<file path="src/rtl/aesec_params.svh">
// Constants for the cipher engine control and status block.
// Assumes inclusion by the package and the engine module only.
`ifndef AESEC_PARAMS_SVH
`define AESEC_PARAMS_SVH

`define AESEC_ADDR_STATUS     8'h82
`define AESEC_ADDR_CONTROL    8'h83
`define AESEC_ADDR_STATE_LO   8'h84
`define AESEC_ADDR_STATE_HI   8'h93
`define AESEC_ADDR_ALIAS      8'h94
`define AESEC_BIT_ERROR       7
`define AESEC_BIT_DONE        0
`define AESEC_BIT_START       7
`define AESEC_BIT_DIR         3
`define AESEC_CTRL_MASK       8'h78
`define AESEC_CTRL_RESET      8'h00
`define AESEC_STATE_BYTES     16
`define AESEC_T_DONE_NS       24000
`define AESEC_CLK_NS          20
`define AESEC_RUN_CYCLES      ((`AESEC_T_DONE_NS) / (`AESEC_CLK_NS))

`endif

</file>
<file path="src/rtl/aesec_pkg.sv">
// Types shared by the cipher engine control block.
// Assumes the constants header sits beside it.
`include "aesec_params.svh"
package aesec_pkg;

  typedef enum logic [2:0] {
    AESEC_MODE_ECB = 3'h0,
    AESEC_MODE_KEY = 3'h1,
    AESEC_MODE_CBC = 3'h2
  } aesec_mode_e;

  typedef enum logic [1:0] {
    AESEC_IDLE = 2'h0,
    AESEC_RUN  = 2'h1,
    AESEC_DONE = 2'h3
  } aesec_state_e;

  // One byte access from the serial frame-buffer front end
  typedef struct packed {
    logic       wr;
    logic       rd;
    logic [7:0] addr;
    logic [7:0] wdata;
  } aesec_access_s;

  typedef struct packed {
    logic       start;
    logic [2:0] mode;
    logic       dir;
    logic [2:0] rsvd;
  } aesec_ctrl_s;

endpackage : aesec_pkg

</file>
<file path="src/rtl/aesec_engine.sv">
// Control, status and state storage of the on-chip cipher engine.
// Assumes one-byte accesses from the serial front end, one per cycle at most,
// and burst_end marking the end of a serial frame-buffer transaction.
//
// Overview of operation
// [RULE_01] Control access while running sets error
// [RULE_02] Short state read sets error
// [RULE_03] Status bit 7 shows engine error
// [RULE_04] Status bit 0 shows operation done
// [RULE_05] Control access while running aborts operation
// [RULE_06] Host polls done, avoids control while busy
// [RULE_07] Write-only start bit launches operation
// [RULE_08] Mode field selects codebook, key, chaining
// [RULE_09] Bit 3 selects encrypt or decrypt
// [RULE_10] Byte 0x94 mirrors the control byte
// [RULE_11] Alias write with start bit starts operation
// [RULE_12] Done within 24 us of start
// [RULE_13] Sixteen bytes hold key or state
// [RULE_14] Burst writes return previous byte content
// [RULE_15] New start clears done until completion
`timescale 1ns/1ps
`include "aesec_params.svh"

module aesec_engine #(
  parameter int unsigned RUN_CYCLES = `AESEC_RUN_CYCLES
) (
  // Clock and reset
  input  wire logic                  clk,
  input  wire logic                  rst,
  // Byte access and transaction framing
  input  wire aesec_pkg::aesec_access_s acc,
  input  wire logic                  burst_end,
  // Read data and status outputs
  output logic [7:0]                 rdata,
  output logic                       busy,
  output logic                       run_start,
  output logic [2:0]                 run_mode,
  output logic                       run_dir
);
  import aesec_pkg::*;

  localparam int unsigned CW = $clog2(RUN_CYCLES + 1);

  aesec_state_e     state_reg, state_next;
  logic [CW-1:0]    cnt_reg, cnt_next;
  logic             err_reg, err_next;
  logic [7:0]       ctrl_reg, ctrl_next;
  logic [7:0]       rdata_reg, rdata_next;
  logic             start_reg, start_next;
  logic [15:0]      rd_seen_reg, rd_seen_next;
  logic [7:0]       mem_reg [`AESEC_STATE_BYTES];
  logic             ctrl_hit, state_hit, go, abort;
  logic [3:0]       idx;
  logic             busy_reg, busy_next;
  logic [CW-1:0]    run_age_reg, run_age_next;

  assign ctrl_hit  = (acc.wr | acc.rd) &&
                     (acc.addr == `AESEC_ADDR_CONTROL || acc.addr == `AESEC_ADDR_ALIAS); // RULE_10
  assign state_hit = acc.addr >= `AESEC_ADDR_STATE_LO && acc.addr <= `AESEC_ADDR_STATE_HI;
  assign idx       = 4'(acc.addr - `AESEC_ADDR_STATE_LO);
  assign abort     = ctrl_hit && state_reg == AESEC_RUN; // RULE_05
  assign go        = acc.wr && !abort && acc.wdata[`AESEC_BIT_START] &&
                     (acc.addr == `AESEC_ADDR_CONTROL || acc.addr == `AESEC_ADDR_ALIAS); // RULE_07 RULE_11

  always_comb begin
    state_next   = state_reg;
    cnt_next     = cnt_reg;
    err_next     = err_reg;
    ctrl_next    = ctrl_reg;
    start_next   = 1'b0;
    rd_seen_next = rd_seen_reg;
    if (abort) begin
      state_next = AESEC_IDLE;
      err_next   = 1'b1; // RULE_01
    end else if (go) begin
      state_next   = AESEC_RUN;
      cnt_next     = CW'(RUN_CYCLES - 1);
      start_next   = 1'b1;
      err_next     = 1'b0;
      rd_seen_next = '0;
    end else begin
      case (state_reg)
        AESEC_IDLE: begin
        end
        AESEC_RUN: begin
          if (cnt_reg == '0) begin
            state_next = AESEC_DONE; // RULE_12
          end else begin
            cnt_next = cnt_reg - 1'b1;
          end
        end
        AESEC_DONE: begin
        end
        default: begin
          state_next = AESEC_IDLE;
        end
      endcase
    end
    if (acc.wr && !abort &&
        (acc.addr == `AESEC_ADDR_CONTROL || acc.addr == `AESEC_ADDR_ALIAS)) begin
      ctrl_next = acc.wdata & `AESEC_CTRL_MASK; // RULE_08 RULE_09
    end
    if (acc.rd && state_hit && state_reg == AESEC_DONE) begin
      rd_seen_next[idx] = 1'b1;
    end
    // Partial readout of a finished block counts as an engine error
    // Set wins over a start that lands in the same cycle
    if (burst_end && state_reg == AESEC_DONE && rd_seen_reg != '0 &&
        rd_seen_reg != '1) begin
      err_next     = 1'b1; // RULE_02
      rd_seen_next = '0;
    end else if (burst_end && !go) begin
      rd_seen_next = '0;
    end
    busy_next = state_next == AESEC_RUN;
  end

  // Read path: previous location content leaves one byte later
  always_comb begin
    rdata_next = rdata_reg;
    if (acc.wr || acc.rd) begin
      if (acc.addr == `AESEC_ADDR_STATUS) begin
        rdata_next = {err_reg, 6'h00, state_reg == AESEC_DONE}; // RULE_03 RULE_04 RULE_15
      end else if (acc.addr == `AESEC_ADDR_CONTROL || acc.addr == `AESEC_ADDR_ALIAS) begin
        rdata_next = ctrl_reg;
      end else if (state_hit) begin
        rdata_next = mem_reg[idx]; // RULE_14 RULE_13
      end else begin
        rdata_next = 8'h00;
      end
    end
  end

  always_ff @(posedge clk or posedge rst) begin
    if (rst) begin
      state_reg   <= AESEC_IDLE;
      cnt_reg     <= '0;
      err_reg     <= 1'b0;
      ctrl_reg    <= `AESEC_CTRL_RESET;
      rdata_reg   <= 8'h00;
      start_reg   <= 1'b0;
      rd_seen_reg <= '0;
      busy_reg    <= 1'b0;
    end else begin
      state_reg   <= state_next;
      cnt_reg     <= cnt_next;
      err_reg     <= err_next;
      ctrl_reg    <= ctrl_next;
      rdata_reg   <= rdata_next;
      start_reg   <= start_next;
      rd_seen_reg <= rd_seen_next;
      busy_reg    <= busy_next;
    end
  end

  // Age of a run, kept apart from the down-counter to check its bound
  always_comb begin
    run_age_next = '0;
    if (state_reg == AESEC_RUN && state_next == AESEC_RUN) begin
      run_age_next = run_age_reg + 1'b1;
    end
  end

  always_ff @(posedge clk or posedge rst) begin
    if (rst) begin
      run_age_reg <= '0;
    end else begin
      run_age_reg <= run_age_next;
    end
  end

  // Key or state bytes; the cipher core itself lies outside
  for (genvar g = 0; g < `AESEC_STATE_BYTES; g++) begin : g_mem
    always_ff @(posedge clk or posedge rst) begin
      if (rst) begin
        mem_reg[g] <= 8'h00;
      end else if (acc.wr && state_hit && idx == 4'(g)) begin
        mem_reg[g] <= acc.wdata; // RULE_13
      end
    end
  end

  assign rdata     = rdata_reg;
  assign busy      = busy_reg;
  assign run_start = start_reg;
  assign run_mode  = ctrl_reg[6:4];
  assign run_dir   = ctrl_reg[`AESEC_BIT_DIR];

  chk_done_bound: assert property (@(posedge clk) disable iff (rst) // RULE_12
    state_reg == AESEC_RUN |-> run_age_reg < RUN_CYCLES)
    else $error("done not reached in time");
  chk_run_exit: assert property (@(posedge clk) disable iff (rst) // RULE_12
    state_reg == AESEC_RUN && !ctrl_hit ##1 state_reg != AESEC_RUN
    |-> state_reg == AESEC_DONE)
    else $error("run ended without done");
  chk_start_pulse: assert property (@(posedge clk) disable iff (rst) // RULE_07
    run_start |=> !run_start && busy)
    else $error("start pulse too long");
  chk_abort_err: assert property (@(posedge clk) disable iff (rst) // RULE_01
    abort |=> err_reg && state_reg == AESEC_IDLE)
    else $error("abort did not flag error");
  chk_start_clr: assert property (@(posedge clk) disable iff (rst) // RULE_15
    go |=> state_reg == AESEC_RUN && !start_reg == 1'b0)
    else $error("start did not clear done");
  chk_status_rd: assert property (@(posedge clk) disable iff (rst) // RULE_04
    acc.rd && acc.addr == `AESEC_ADDR_STATUS |=> rdata_reg[0] == $past(state_reg == AESEC_DONE))
    else $error("status done bit wrong");
  chk_err_bit: assert property (@(posedge clk) disable iff (rst) // RULE_03
    acc.rd && acc.addr == `AESEC_ADDR_STATUS |=> rdata_reg[7] == $past(err_reg))
    else $error("status error bit wrong");
  chk_alias_wr: assert property (@(posedge clk) disable iff (rst) // RULE_10
    acc.wr && acc.addr == `AESEC_ADDR_ALIAS && !abort |=> ctrl_reg == (
    $past(acc.wdata) & `AESEC_CTRL_MASK))
    else $error("alias write not mirrored");
  chk_ctrl_wo: assert property (@(posedge clk) disable iff (rst) // RULE_07
    ctrl_reg[`AESEC_BIT_START] == 1'b0)
    else $error("start bit stored");
  chk_short_rd: assert property (@(posedge clk) disable iff (rst) // RULE_02
    burst_end && state_reg == AESEC_DONE && rd_seen_reg != '0 && rd_seen_reg != '1
    |=> err_reg)
    else $error("short read not flagged");
  chk_echo: assert property (@(posedge clk) disable iff (rst) // RULE_14
    acc.wr && state_hit && state_reg != AESEC_RUN |=> rdata_reg == $past(mem_reg[idx]))
    else $error("previous byte not returned");

  cov_start: cover property (@(posedge clk) disable iff (rst) go);
  cov_abort: cover property (@(posedge clk) disable iff (rst) abort);
  cov_done:  cover property (@(posedge clk) disable iff (rst) $rose(state_reg == AESEC_DONE));
  cov_short: cover property (@(posedge clk) disable iff (rst) burst_end && !err_reg ##1 err_reg);
  cov_alias: cover property (@(posedge clk) disable iff (rst)
    go && acc.addr == `AESEC_ADDR_ALIAS);

endmodule : aesec_engine

</file>
<file path="config.mk">
export PLATFORM = sky130hd
export DESIGN_NAME = aesec_engine
export DESIGN_NICKNAME = d
export VERILOG_FILES = /design/src/rtl/aesec_pkg.sv /design/src/rtl/aesec_engine.sv
export VERILOG_INCLUDE_DIRS = /design/src /design/src/rtl
export SDC_FILE = /design/constraint.sdc
export NUM_CORES = 1
export LEC_CHECK = 0
export ABC_AREA = 1
export BUFFER_PORTS_ARGS = -buffer_cell sky130_fd_sc_hd__clkbuf_2
export CAP_MARGIN = 25
export CORE_MARGIN = 4
export CORE_UTILIZATION = 64
export CTS_BUF_LIST = sky130_fd_sc_hd__clkbuf_4
export DETAILED_ROUTE_END_ITERATION = 8
export GPL_TIMING_DRIVEN = 1
export PLACE_DENSITY = 0.84
export REMOVE_ABC_BUFFERS = 1
export SYNTH_ARGS = -nofsm -noshare
export SYNTH_HDL_FRONTEND = slang
export SYNTH_SLANG_ARGS = --single-unit
</file>
<file path="constraint.sdc">
create_clock -name clk -period 7.95 [get_ports clk]
set_clock_uncertainty 0.15 [all_clocks]
set_input_delay 1.59 -clock clk [delete_from_list [all_inputs] [get_ports clk]]
set_output_delay 1.59 -clock clk [all_outputs]
set_load 0.05 [all_outputs]
</file>
==> reports/metrics.yaml, run 1 <==
status: "complete, no violations"
clock-sinks: 172
routed_wl_mm: 20.2
ys_seq_area_share_pct: 51.3
num_io_pins: 35
min_path_cells: 2
worstSetupPathType: "input port to flip-flop"
postCtsSetupBuffers: 0
die-area_um2: 15000
r2r_end: "rd_seen_reg[4]"
fillers: 1091
clk_pin_slew_ps: 140
setup_tns_ps: 0
nNetsFinal: 1114
holdCritPathClass: "flip-flop to flip-flop"
grt_pass1_vias: 6593
via_per_inst: 5.66
tightest_slew_ps: 817
synth_edf_count: 0
start_util_pct: 65.9
die_w_um: 122
largest_reg_flops: 128
root_buffer: "clkbuf_4"
syn-mean-instance-area_um2: 7.76
reg2regPathDepth: 7
max_freq_ghz: 0.206
syn_to_final_growth_pct: 5.25
ys_ff_latch: 172
overflow: 0
crit_path_end: "mem_reg[68]"
endpoint_kind: "flip-flop"
synth_area_um2: 8390
ir_drop_mv: 0.134
ys_async_sr_fraction_pct: 100
setup_viol: 0
synthesis.instances: 1081
leakage_nw: 4.57
crit_required_ps: 8280
htree_levels: 4
cts_buffer_depth: 2
slew_headroom_pct: 45.5
drc_errors: 0
period_share_pct: 61.1
dp.cells: 1238
ys.flop_type: "dfrtp_1"
arrival_ps: 5180
die_h_um: 122
core_area_um2: 12700
reg2reg_slack_ps: 5340
timing.rr.start: "state_reg[0]"
report.power.total_mw: 1.76
synth_top_area_share_pct: 51.3
cp-start-kind: "input port"
slew_violations: 0
track_usage_pct: 28.7
cts_buffers: 17
cts_tree: "done"
drv_cap: 0
antenna_found_initial: 0
wl_per_cell_um: 15.8
cts_resized: 0
yosys.area.top_type: "dfrtp_1"
yosys_warnings: 0
powerDensity_nw_per_um2: 199
seq_area_um2: 4300
num_vias: 7196
drive_gt1_share_pct: 8.64
cp_max_fo: 30
grt_pass1_wl_mm: 33.3
drt_iter0_markers: 731
fin_util_pct: 69.4
place_congestion: 0.888
ctsHoldBuffers: 0
first_pass_iters: 6
clk_latency_ps: 620
finalHoldViolations: 0
synthDistinctLibCells: 33
critPathLaunch: "acc[8]"
fin_crit_ps: 4860
multi_input_area_um2: 3440
yosys-top-cells-area: "dfrtp_1 (51%), nand2_1 (13%), nor2_1 (6.5%), o21ai_1 (5.3%), inv_1 (4.7%)"
port_buffers: 34
rows: 41
dp_hpwl_mm: 13.2
rsz0062_at_grt: "no"
ant_nets: 0
grt_max_degree: 89
stdcell_count: 1272
## report_power, final
group          internal [mW]  total [mW]  switching (mW)  leakage, nW
Sequential             0.939       0.990          0.0503         2.36
Combinational          0.106       0.308           0.202         2.10
Clock                  0.127       0.458           0.331        0.119
Total                   1.17        1.76           0.584         4.57
## per-layer routing
layer | wire length [um] | part of all wire (%) | vias up | global-route usage (%)
met3 | 1540 | 7.6 | 48 | 5.76
met1 | 8860 | 44 | 3406 | 41.6
met4 | 466 | 2.3 | 0 | 10.6
li1 | - | - | 3464 | -
met5 | 0 | 0 | - | 0
met2 | 9300 | 46 | 278 | 43.3
## critical path: stages
cell and delay, ps:
clkbuf_2 350, inv_1 620, nand2_1 660, o21ai_2 350, nand2_1 170, nor2_4 630, nand2_1 490, nand2_1 180
o21ai_0 120
## area by class of cell
class | count | area share, %
Clock inverter | 15 | 1.32
Clock buffer | 17 | 1.45
Multi-Input combinational cell | 750 | 39.0
Tap cell | 172 | 2.44
Antenna cell | 1 | 0.0284
Inverter | 108 | 4.65
Sequential cell | 172 | 48.8
Timing Repair Buffer | 37 | 2.32
## Yosys cell counts, drive strengths merged (2+ instances only)
library cell,n
xor2,4
a21oi,12
nand4,14
nand2,306
o2111ai,4
nor3,2
o21ai,157
clkinv,2
or2,6
xnor2,2
nand3b,6
buf,27
nand3,75
ha,7
nor4,2
nor2,147
dfrtp,172
inv,106
clkbuf,24
o22ai,4
## stage by stage
stage,instance area [um2],worst slack (ps),hold slack (ps)
2_1_floorplan,8150,1550,296
3_3_place_gp,8560,2760,310
3_5_place_dp,8560,2540,319
4_1_cts,8800,3170,352
5_1_grt,8820,2820,378
6_report,8830,3090,354
## worst min path at each step
stage,startpoint,end,slack (ps)
after floorplan,mem_reg[49],mem_reg[49],300
after global placement,mem_reg[49],mem_reg[49],310
after detailed placement,rdata[3],rdata[3],320
after CTS,rdata[3],rdata[3],350
after global routing,mem_reg[27],mem_reg[27],380
final,mem_reg[49],mem_reg[49],350
## layout by cell type (no fill, tap or decap)
cell	instances
o21ai_1	88
buf_12	1
ha_1	7
nand4_1	14
clkbuf_4	17
nor3_1	2
o21ai_0	67
o22ai_1	4
nor4_1	2
inv_1	103
nand2_2	3
xor2_1	4
nor2_4	1
clkinv_1	3
o211ai_1	1
nor2_1	146
nand3b_1	6
nand3_1	73
clkinv_4	4
inv_2	2
diode_2	1
nand3_2	2
clkbuf_2	34
inv_6	5
o21ai_2	1
o21ai_4	1
a21oi_1	12
xnor2_1	2
nand2_1	293
or2_2	6
dfrtp_1	172
clkinvlp_4	5
nand2_4	10
clkinv_2	1
o31ai_1	1
o2111ai_1	4
buf_4	2
## cell families (layout without fill, tap and decap cells)
group / after synthesis / in the layout / synth area share (%)
simple gates: 558 / 558 / 28.2
compound gates: 179 / 179 / 11.2
flops: 172 / 172 / 51.3
buf+inv: 159 / 177 / 7.59
fa+ha+maj: 7 / 7 / 1.04
xor+xnor: 6 / 6 / 0.627
other cells: 0 / 1 / 0
Note: power is estimated with default switching activity, not from simulation.
==> run 2, diff against run 1 <==
--- a/config.mk
+++ b/config.mk
@@ -6,15 +6,15 @@
 export SDC_FILE = /design/constraint.sdc
 export NUM_CORES = 1
 export LEC_CHECK = 0
-export ABC_AREA = 1
+export ABC_AREA = 0
 export BUFFER_PORTS_ARGS = -buffer_cell sky130_fd_sc_hd__clkbuf_2
 export CAP_MARGIN = 25
 export CORE_MARGIN = 4
-export CORE_UTILIZATION = 64
+export CORE_UTILIZATION = 58
 export CTS_BUF_LIST = sky130_fd_sc_hd__clkbuf_4
 export DETAILED_ROUTE_END_ITERATION = 8
 export GPL_TIMING_DRIVEN = 1
-export PLACE_DENSITY = 0.84
+export PLACE_DENSITY = 0.81
 export REMOVE_ABC_BUFFERS = 1
 export SYNTH_ARGS = -nofsm -noshare
 export SYNTH_HDL_FRONTEND = slang
==> constraint.sdc (replaced) <==
create_clock -name clk -period 4.1 [get_ports clk]
set_clock_uncertainty 0.15 [all_clocks]
set_input_delay 0.82 -clock clk [delete_from_list [all_inputs] [get_ports clk]]
set_output_delay 0.82 -clock clk [all_outputs]
set_load 0.05 [all_outputs]
==> run 2 against run 1 <==
Sequential power increased by 89%. Routed wire length decreased by 14%. Synthesized area is 3.8% lower. Critical endpoint is now rd_seen_reg[8]. Largest power group unchanged.
==> reports/metrics.yaml, run 2 <==
arrival_ps: 3200
holdCritPathClass: "input port to async pin"
syn_to_final_growth_pct: 7.66
yosysMostFrequentCell: "dfrtp_1"
clk_pin_slew_ps: 120
cts_buffer_depth: 2
layout_commonest_cell: "dfrtp_1"
num_vias: 5031
syn-mean-instance-area_um2: 14.2
ys.flop_type: "dfrtp_1"
ctsHoldBuffers: 0
clk_latency_ps: 560
dp_hpwl_mm: 11.9
slew_headroom_pct: 41.7
clock-sinks: 172
postCtsSetupBuffers: 0
reg2reg_slack_ps: 1420
wl_per_cell_um: 22.3
critPathMaxStageDelay_ps: 820
rows: 42
routed_wl_mm: 17.4
fin_crit_ps: 2860
worstSetupPathType: "input port to flip-flop"
yosys_warnings: 0
antenna_found_initial: 0
ant_nets: 0
nNetsFinal: 622
timing.rr.start: "cnt_reg[0]"
die-area_um2: 15900
crit_required_ps: 4440
grt_max_degree: 98
setup_viol: 0
drt_iter0_markers: 371
setup_tns_ps: 0
overflow: 0
die_h_um: 126
drv_cap: 0
max_freq_ghz: 0.349
slew_violations: 0
endpoint_kind: "flip-flop"
synth_top_area_share_pct: 53.3
finalHoldViolations: 0
track_usage_pct: 22.7
grt_pass1_wl_mm: 28.3
yosys.area.top_type: "dfrtp_1"
tightest_slew_ps: 875
ys_ff_latch: 172
critPathLaunch: "acc[13]"
final_cell_mix: "dfrtp_1 (172), mux2_2 (114), clkbuf_2 (34)"
ir_drop_mv: 0.357
synth_edf_count: 0
largest_reg_flops: 128
place_congestion: 0.865
drive_gt1_share_pct: 40.1
r2r_end: "cnt_reg[2]"
cts_resized: 0
reg2regPathDepth: 8
setup_slack_ps: 1240
status: "complete, no violations"
crit_path_top_delay_cell: "o41ai_1"
yosys-top-cells-count: "dfrtp_1 (172), mux2_2 (114), mux4_2 (32)"
die_w_um: 126
num_io_pins: 35
antenna_cells: 0
path_cells: "clkbuf_2 > or3b_1 > a21oi_1 > nand4_1 > o41ai_1 > a22o_1"
drc_errors: 0
ys_seq_area_share_pct: 53.3
synthDistinctLibCells: 53
final_area_um2: 8690
powerDensity_nw_per_um2: 377
critPathTopFamily: "compound AO/OA/AOI/OAI gates"
rsz0062_at_grt: "no"
root_buffer: "clkbuf_4"
cp-start-kind: "input port"
start_util_pct: 60.0
period_share_pct: 69.8
core_area_um2: 13500
synthesis.instances: 567
via_per_inst: 6.43
leakage_nw: 4.19
cp_max_fo: 9
ys_async_sr_fraction_pct: 100
crit_path_end: "rd_seen_reg[8]"
grt_pass1_vias: 5254
cts_tree: "done"
port_buffers: 34
synth_area_um2: 8070
first_pass_iters: 5
pre_cts_ws_ps: 746
report.power.total_mw: 3.28
cp_num_buf_inv: 1
htree_levels: 4
cts_buffers: 17
place_area_um2: 8380
whs_ps: 272
yosys-top-cells-area: "dfrtp_1 (53%), mux2_2 (16%), mux4_2 (8.9%), mux2_1 (2.5%), mux2i_1 (2.5%)"
cp.depth: 6
-- run 2: changes by cell type after synthesis, moves of 18 or more --
cell,change
inv_1,-98
mux4_2,+32
mux2i_1,+20
mux2_2,+114
nand2_1,-281
mux2_1,+18
nor2_1,-121
nand3_1,-68
o21ai_1,-88
o21ai_0,-65
-- run 2: final cells by class --
class	instances	area, um2
clock inverters	10	140
well taps	176	220
flip-flops and latches	172	4300
multi-input cells	348	3560
inverters	7	31.3
fillers	989	4770
clock buffers	21	158
repair buffers	48	273
-- run 2: how the worst min path moves through the flow --
stage                      from               to  slack, ps
finish                      rst   rd_seen_reg[6]        270
global route                rst   rd_seen_reg[2]        310
CTS                         rst  rd_seen_reg[11]        300
detailed placement  mem_reg[47]      mem_reg[47]        320
global placement    mem_reg[46]      mem_reg[46]        310
floorplan            cnt_reg[8]       cnt_reg[8]        300
-- run 2: metrics by stage --
step | cells | utilization [%]
floorplan | 527 | -
global placement | 750 | 62.3
detailed placement | 750 | 62.3
CTS | 781 | 64.5
global route | 782 | 64.6
finish | 782 | 64.6
-- run 2: where the power goes --
group / internal, mW / switching, mW
Sequential: 1.80 / 0.0749
Combinational: 0.164 / 0.215
Clock: 0.450 / 0.571
-- run 2: cells by family (layout without fill, tap and decap cells) --
group           after synthesis  in the layout  share of synthesized area [%]
simple gates                106            106                           8.16
buf+inv                      47             86                           2.53
flops                       172            172                           53.3
fa+ha+maj                     7              7                           1.09
xor+xnor                      1              1                          0.109
mux                         184            184                           29.8
compound gates               50             50                           4.95
-- run 2: metal layers --
metal,global-route usage [%],vias up,part of all wire (%)
li1,-,2209,-
met1,30.7,2663,43
met2,37.2,142,50
met3,6.14,17,5.8
met4,5.62,0,1.1
met5,0,-,0
